### config.mk
export PLATFORM = sky130hd
export DESIGN_NAME = rpd_regbank
export DESIGN_NICKNAME = d
export VERILOG_FILES = /design/src/hw/rpd_sync2.v /design/src/hw/rpd_restart.v /design/src/hw/rpd_regbank.v
export VERILOG_INCLUDE_DIRS = /design/src /design/src/hw
export SDC_FILE = /design/constraint.sdc
export NUM_CORES = 1
export LEC_CHECK = 0
export BUFFER_PORTS_ARGS = -buffer_cell sky130_fd_sc_hd__clkbuf_2
export CAP_MARGIN = 0
export CORE_AREA = 2 2 73 75
export DETAILED_ROUTE_END_ITERATION = 7
export DIE_AREA = 0 0 75 77
export GPL_TIMING_DRIVEN = 1
export PLACE_DENSITY = 0.75
export REMOVE_ABC_BUFFERS = 1
export SYNTH_ARGS = -nofsm -noshare
export SYNTH_HDL_FRONTEND = slang
export SYNTH_SLANG_ARGS = --single-unit
export TNS_END_PERCENT = 1
### constraint.sdc
create_clock -name ref_clk -period 2.2 [get_ports ref_clk]
set_clock_uncertainty 0.1 [all_clocks]
set_input_delay 0.44 -clock ref_clk [delete_from_list [all_inputs] [get_ports ref_clk]]
set_output_delay 0.44 -clock ref_clk [all_outputs]
set_load 0.01 [all_outputs]
### src/hw/rpd_regs.vh
// Register offsets, field positions and reset values for the regulator register bank
`ifndef RPD_REGS_VH
`define RPD_REGS_VH

`define RPD_ADDR_W          8
`define RPD_OFF_BUCK1_OP2   8'h09
`define RPD_OFF_BUCK2_OP2   8'h0B
`define RPD_OFF_BUCK_CTRL   8'h0C
`define RPD_OFF_DISCHARGE   8'h0E
`define RPD_OFF_STATUS      8'h0F

`define RPD_CL_HI           7
`define RPD_CL_LO           6
`define RPD_CTRL_PWM1       2
`define RPD_CTRL_PWM2       3
`define RPD_CTRL_MASK1      4
`define RPD_CTRL_MASK2      5
`define RPD_DIS_KEEP        7

`define RPD_STS_TSD         0
`define RPD_STS_CONV1       1
`define RPD_STS_CONV2       2
`define RPD_STS_REG1        3
`define RPD_STS_REV_LO      4

`define RPD_RST_BUCK1_OP2   8'hC8
`define RPD_RST_BUCK2_OP2   8'h91
`define RPD_RST_BUCK_CTRL   8'h00
`define RPD_RST_DISCHARGE   8'h7F

// Arbitrary neutral revision code
`define RPD_MASK_REVISION   4'h1

`endif

### src/hw/rpd_sync2.v
// Two-flop synchroniser for a bus of asynchronous levels
module rpd_sync2 #(
	parameter W = 4
) (
	// Clock and reset
	input  wire         ref_clk,
	input  wire         rst,
	// Levels
	input  wire [W-1:0] async_in,
	output reg  [W-1:0] sync_out
);
	reg [W-1:0] stage1;

	always @(posedge ref_clk) begin
		if (rst) begin
			stage1   <= {W{1'b0}};
			sync_out <= {W{1'b0}};
		end else begin
			stage1   <= async_in;
			sync_out <= stage1;
		end
	end
endmodule

### src/hw/rpd_restart.v
// Thermal shutdown watcher: restart request and register reload decision
module rpd_restart (
	// Clock and reset
	input  wire ref_clk,
	input  wire rst,
	// Synchronised conditions
	input  wire tsd_sync,
	input  wire enable_sync,
	input  wire standalone_sync,
	input  wire keep_regs,
	// Actions
	output reg  reload_defaults,
	output reg  restart_pulse
);
	reg tsd_prev;
	wire cool_edge;

	assign cool_edge = tsd_prev & ~tsd_sync;

	always @(posedge ref_clk) begin
		if (rst) begin
			tsd_prev        <= 1'b0;
			reload_defaults <= 1'b0;
			restart_pulse   <= 1'b0;
		end else begin
			tsd_prev        <= tsd_sync;
			// Reload and restart pulse are registered on the same edge
			reload_defaults <= cool_edge & enable_sync & ~keep_regs & standalone_sync;
			restart_pulse   <= cool_edge & enable_sync;
		end
	end
endmodule

### src/hw/rpd_regbank.v
// Regulator pull-down, converter control and status register bank

`include "rpd_regs.vh"

module rpd_regbank (
	// Clock and reset
	input  wire       ref_clk,
	input  wire       rst,
	// Register access from the serial interface
	input  wire [7:0] reg_addr,
	input  wire [7:0] reg_wdata,
	input  wire       reg_wr,
	input  wire       reg_rd,
	output reg  [7:0] reg_rdata,
	// Device pins and analog status
	input  wire       enable_pin,
	input  wire       config_standalone,
	input  wire       thermal_shutdown_in,
	input  wire       conv1_out_of_reg_in,
	input  wire       conv2_out_of_reg_in,
	input  wire       reg1_out_of_reg_in,
	// Regulator pull-downs
	output reg        reg1_discharge_en,
	output reg        reg2_discharge_en,
	output reg        reg3_discharge_en,
	output reg        reg4_discharge_en,
	output reg        reg5_discharge_en,
	output reg        lowv_reg1_discharge_en,
	output reg        lowv_reg2_discharge_en,
	// Converter controls
	output reg  [1:0] conv1_current_limit,
	output reg  [1:0] conv2_current_limit,
	output reg        conv1_force_pwm,
	output reg        conv2_force_pwm,
	// Sequencer
	output reg        startup_restart
);
	reg  [7:0] discharge_ctrl;
	reg  [7:0] buck1_op2;
	reg  [7:0] buck2_op2;
	reg  [7:0] buck_ctrl;
	reg  [7:0] next_rdata;
	wire [3:0] status_sync;
	wire       tsd_s;
	wire       en_s;
	wire       cfg_s;
	wire       reload_defaults;
	wire       restart_pulse;
	wire [7:0] status_word;

	function wr_hit;
		input [7:0] addr;
		input [7:0] off;
		input       wr;
		begin
			wr_hit = wr && (addr == off);
		end
	endfunction

	rpd_sync2 #(
		.W(4)
	) u_sync (
		.ref_clk  (ref_clk),
		.rst      (rst),
		.async_in ({reg1_out_of_reg_in, conv2_out_of_reg_in, conv1_out_of_reg_in,
			thermal_shutdown_in}),
		.sync_out (status_sync)
	);

	reg en_s1;
	reg en_s2;
	reg cfg_s1;
	reg cfg_s2;

	// Enable pin, two flops before any logic reads it
	always @(posedge ref_clk) begin
		if (rst) begin
			en_s1 <= 1'b0;
			en_s2 <= 1'b0;
		end else begin
			en_s1 <= enable_pin;
			en_s2 <= en_s1;
		end
	end

	// Role strap, two flops before any logic reads it
	always @(posedge ref_clk) begin
		if (rst) begin
			cfg_s1 <= 1'b0;
			cfg_s2 <= 1'b0;
		end else begin
			cfg_s1 <= config_standalone;
			cfg_s2 <= cfg_s1;
		end
	end

	assign en_s  = en_s2;
	assign cfg_s = cfg_s2;
	assign tsd_s = status_sync[0];

	rpd_restart u_restart (
		.ref_clk         (ref_clk),
		.rst             (rst),
		.tsd_sync        (tsd_s),
		.enable_sync     (en_s),
		.standalone_sync (cfg_s),
		.keep_regs       (discharge_ctrl[`RPD_DIS_KEEP]),
		.reload_defaults (reload_defaults),
		.restart_pulse   (restart_pulse)
	);

	// Reload only when policy bit clear; reload beats a write in the same cycle
	always @(posedge ref_clk) begin
		if (rst || reload_defaults) begin
			discharge_ctrl <= `RPD_RST_DISCHARGE;
		end else if (wr_hit(reg_addr, `RPD_OFF_DISCHARGE, reg_wr)) begin
			discharge_ctrl <= reg_wdata;
		end
	end

	always @(posedge ref_clk) begin
		if (rst || reload_defaults) begin
			buck1_op2 <= `RPD_RST_BUCK1_OP2;
		end else if (wr_hit(reg_addr, `RPD_OFF_BUCK1_OP2, reg_wr)) begin
			buck1_op2 <= reg_wdata;
		end
	end

	always @(posedge ref_clk) begin
		if (rst || reload_defaults) begin
			buck2_op2 <= `RPD_RST_BUCK2_OP2;
		end else if (wr_hit(reg_addr, `RPD_OFF_BUCK2_OP2, reg_wr)) begin
			buck2_op2 <= reg_wdata;
		end
	end

	always @(posedge ref_clk) begin
		if (rst || reload_defaults) begin
			buck_ctrl <= `RPD_RST_BUCK_CTRL;
		end else if (wr_hit(reg_addr, `RPD_OFF_BUCK_CTRL, reg_wr)) begin
			buck_ctrl <= reg_wdata;
		end
	end

	// Status offset has no write path at all

	// Masked converter flags read as in regulation
	function [7:0] status_byte;
		input [3:0] flags;
		input [7:0] ctrl;
		begin
			status_byte = {`RPD_MASK_REVISION,
				flags[3],
				flags[2] & ~ctrl[`RPD_CTRL_MASK2],
				flags[1] & ~ctrl[`RPD_CTRL_MASK1],
				flags[0]};
		end
	endfunction

	assign status_word = status_byte(status_sync, buck_ctrl);

	always @* begin
		next_rdata = 8'h00;
		case (reg_addr)
			`RPD_OFF_DISCHARGE: next_rdata = discharge_ctrl;
			`RPD_OFF_BUCK1_OP2: next_rdata = buck1_op2;
			`RPD_OFF_BUCK2_OP2: next_rdata = buck2_op2;
			`RPD_OFF_BUCK_CTRL: next_rdata = buck_ctrl;
			`RPD_OFF_STATUS:    next_rdata = status_word;
			default:            next_rdata = 8'h00;
		endcase
	end

	// Read data holds until the next read strobe
	always @(posedge ref_clk) begin
		if (rst) begin
			reg_rdata <= 8'h00;
		end else if (reg_rd) begin
			reg_rdata <= next_rdata;
		end
	end

	// Pull-down drives trail their register by one flop
	always @(posedge ref_clk) begin
		if (rst) begin
			reg1_discharge_en <= 1'b0;
		end else begin
			reg1_discharge_en <= discharge_ctrl[0];
		end
	end

	always @(posedge ref_clk) begin
		if (rst) begin
			reg2_discharge_en <= 1'b0;
		end else begin
			reg2_discharge_en <= discharge_ctrl[1];
		end
	end

	always @(posedge ref_clk) begin
		if (rst) begin
			reg3_discharge_en <= 1'b0;
		end else begin
			reg3_discharge_en <= discharge_ctrl[2];
		end
	end

	always @(posedge ref_clk) begin
		if (rst) begin
			reg4_discharge_en <= 1'b0;
		end else begin
			reg4_discharge_en <= discharge_ctrl[3];
		end
	end

	always @(posedge ref_clk) begin
		if (rst) begin
			reg5_discharge_en <= 1'b0;
		end else begin
			reg5_discharge_en <= discharge_ctrl[4];
		end
	end

	always @(posedge ref_clk) begin
		if (rst) begin
			lowv_reg1_discharge_en <= 1'b0;
		end else begin
			lowv_reg1_discharge_en <= discharge_ctrl[5];
		end
	end

	always @(posedge ref_clk) begin
		if (rst) begin
			lowv_reg2_discharge_en <= 1'b0;
		end else begin
			lowv_reg2_discharge_en <= discharge_ctrl[6];
		end
	end

	// Converter controls, glitch-free to the analog side
	always @(posedge ref_clk) begin
		if (rst) begin
			conv1_current_limit <= 2'b00;
		end else begin
			conv1_current_limit <= buck1_op2[`RPD_CL_HI:`RPD_CL_LO];
		end
	end

	always @(posedge ref_clk) begin
		if (rst) begin
			conv2_current_limit <= 2'b00;
		end else begin
			conv2_current_limit <= buck2_op2[`RPD_CL_HI:`RPD_CL_LO];
		end
	end

	always @(posedge ref_clk) begin
		if (rst) begin
			conv1_force_pwm <= 1'b0;
		end else begin
			conv1_force_pwm <= buck_ctrl[`RPD_CTRL_PWM1];
		end
	end

	always @(posedge ref_clk) begin
		if (rst) begin
			conv2_force_pwm <= 1'b0;
		end else begin
			conv2_force_pwm <= buck_ctrl[`RPD_CTRL_PWM2];
		end
	end

	// Start pulse lands with the reloaded registers
	always @(posedge ref_clk) begin
		if (rst) begin
			startup_restart <= 1'b0;
		end else begin
			startup_restart <= restart_pulse;
		end
	end
endmodule

==> flow_summary.yaml <==
status:
  status: "completed"
drt:
  met3_length_um: 393
  drt_iter0_drc: 107
  routed-wl-met2_um: 2590
  routed_wl_um: 5380
  wl_met1_um: 2290
  drc_errors: 0
  highest_layer: "met4"
  avgViaCountPerCell: 5.10
  post_drt_wl_per_cell_um: 14.0
  firstDrtPassIters: 4
  ant_nets: 0
  vias: 1958
clocking:
  cts_root_buf: "clkbuf_8"
  post_cts_buffers: 0
  cts_hold_buf: 0
  clk-insertion-delay-late_ps: 340
  htree_num_levels: 3
  cts_tree: "done"
  numCtsBuffers: 9
  path_clk_slew_ps: 60
  cts_resized: 0
  clock_sinks: 69
  cts_buffer_depth: 2
floorplanning:
  start_util_pct: 51.8
  fp.dieW_um: 75
  dieArea_um2: 5780
  die_h_um: 77
  coreArea_um2: 4980
  ios: 48
  row_count: 26
timing:
  worst_pin_slew_ps: 390
  hold_viol: 0
  fin_crit_ps: 1840
  fmax_mhz: 543
  rsz0062_at_grt: "false"
  slew_headroom_pct: 74.0
  setup_viol: 0
  tns_ps: 0
  worst_slack_ps: 359
  slew_viol_final: 0
  period_share_pct: 83.7
critical_path:
  cp_max_fo: 8
  r2r_start: "discharge_ctrl[3]"
  r2r_end: "reg_rdata[3]"
  cp.required_ps: 2340
  critPathMaxStageDelay_ps: 530
  cp-start-kind: "input port"
  reg2reg_depth: 4
  crit_path_top_delay_cell: "or4_4"
  critical_path.top_delay_family: "simple AND/OR/NAND/NOR gates"
  worstSetupPathType: "in -> reg"
  worstPathArrival_ps: 1980
  path_buf_inv: 2
  worstPathCellList: "clkbuf_2 > or4_4 > or4_1 > buf_4 > mux2i_1 > nand2_1"
  r2r_slack_ps: 960
  cp-end-kind: "flop"
global_route:
  grtUsageTotal_pct: 20.5
  grt_max_degree: 20
  grt_pass1_vias: 1883
  grt-ovfl-total: 0
  grt_pass1_wl_um: 8830
  antenna_found_initial: 0
final_layout:
  syn_to_final_growth_pct: 21.1
  nets: 337
  diodes: 0
  layout-drive-gt1-share_pct: 25.5
  final_cells: 384
pwr:
  power_mw: 2.26
  p_leak_nw: 1.46
  p_per_area_nw_per_um2: 724
  max-vdd-ir-drop_v: 0.000668
placed_design:
  dp.cells: 370
  port_buffers: 47
  dpl.hpwl_um: 3810
  place_congestion: 0.846
  dp_slack_ps: -0.0397
yosys:
  synth_top_area_share_pct: 53.6
  muxShareOfSynthArea_pct: 17.1
  synthTopCellsByArea: "dfxtp_1 (54%), mux2i_1 (17%), nor2b_1 (6.6%)"
  synth_top_family_by_area: "simple AND/OR/NAND/NOR gates"
  synth_seq_area_share_pct: 53.6
  synth_enable_flop_cells: 0
  yosysMostFrequentCell: "dfxtp_1"
  synthAdderAreaFrac_pct: 0
  synth.top_cells.by_count: "dfxtp_1 (69), mux2i_1 (44), nor2_1 (29), nor2b_1 (27), nand2_1 (21)"
  synth_cell_types: 32
  synth_area_um2: 2580
  synth-seq-cells: 69
  synthFlopType: "dfxtp_1"
  synth_top_area_cell: "dfxtp_1"
  syn_inst: 250
  yosys_warnings: 0
  syn_area_per_cell_um2: 10.3
  synth_xor_area_share_pct: 0
  synth_compound_area_share_pct: 5.63
  async_flop_share_pct: 0
  synth-simple-area-share_pct: 21.3
hold_path:
  holdPathEnd: "u_sync.stage1[0]"
  hold_path.class: "in -> reg"
  min_from: "thermal_shutdown_in"
  holdPathStages: 2
job:
  maxCapViolCount: 0
final cells by class:
class                   instances  area, um^2
repair buffers                 62         360
well taps                      70        87.6
fillers                       430        1850
multi-input cells             166        1140
clock inverters                 3        15.0
flip-flops and latches         69        1380
inverters                       3        11.3
clock buffers                  11         131
through the flow:
step | cell area, um^2 | hold slack (ps) | util (%)
after floorplan | 2530 | 308 | -
after global placement | 2980 | 317 | 59.8
after detailed placement | 2980 | 322 | 59.8
after CTS | 3120 | 193 | 62.7
after global routing | 3120 | 216 | 62.7
final | 3120 | 202 | 62.7
where the power goes:
group | leakage, nW | switching [mW] | internal [mW]
sequential | 0.564 | 0.00761 | 1.28
clock | 0.0788 | 0.429 | 0.391
combinational | 0.814 | 0.0916 | 0.0676
cell usage in the layout, fill, tap and decap left out, types with 2 or more instances in the layout:
cell      count
a21oi_1       2
a221oi_1      2
a311oi_1      3
and3b_1       2
buf_4        14
clkbuf_1      2
clkbuf_2     47
clkbuf_8      9
clkinv_2      3
dfxtp_1      69
inv_1         3
mux2i_1      44
nand2_1      21
nand2b_1      3
nand3b_1      4
nor2_1       29
nor2b_1      27
nor3_1        5
o21ai_0       7
o22a_1        3
o22ai_1       2
sequential cells by signal, summed over array words and instances, names as in the netlist, 2 cells and up:
signal / count
buck1_op2: 8
buck2_op2: 8
buck_ctrl: 8
discharge_ctrl: 8
reg_rdata: 8
u_sync.stage1: 4
u_sync.sync_out: 4
conv1_current_limit: 2
conv2_current_limit: 2
worst max path at each step:
stage / startpoint / to / slack (ps) / cells past startpoint
after floorplan: reg_addr[5] / discharge_ctrl[0] / 40 / 4
after global placement: reg_addr[5] / discharge_ctrl[7] / 40 / 6
after detailed placement: reg_addr[5] / discharge_ctrl[0] / -0.04 / 6
after CTS: reg_addr[5] / discharge_ctrl[0] / 370 / 6
after global routing: reg_addr[5] / discharge_ctrl[0] / 300 / 6
final: reg_addr[5] / discharge_ctrl[0] / 360 / 6
worst register-to-register path, delay by kind of cell (launching register included):
family	cells	cell delay, ps
flip-flops	1	330
AO/OA/AOI/OAI	2	440
multiplexers	1	160
AND/OR/NAND/NOR	1	90
kinds of logic (layout without fill, tap and decap cells):
family,Yosys count,in the layout
AND/OR/NAND/NOR,101,101
AO/OA/AOI/OAI,21,21
buffers and inverters,15,79
flip-flops,69,69
multiplexers,44,44
per-layer routing:
layer | global-route usage [%] | up-vias
met4 | 12.5 | 0
met3 | 3.94 | 11
li1 | - | 976
met2 | 32.1 | 66
met5 | 0 | -
met1 | 25.4 | 905
(Power assumes the default switching activity.)
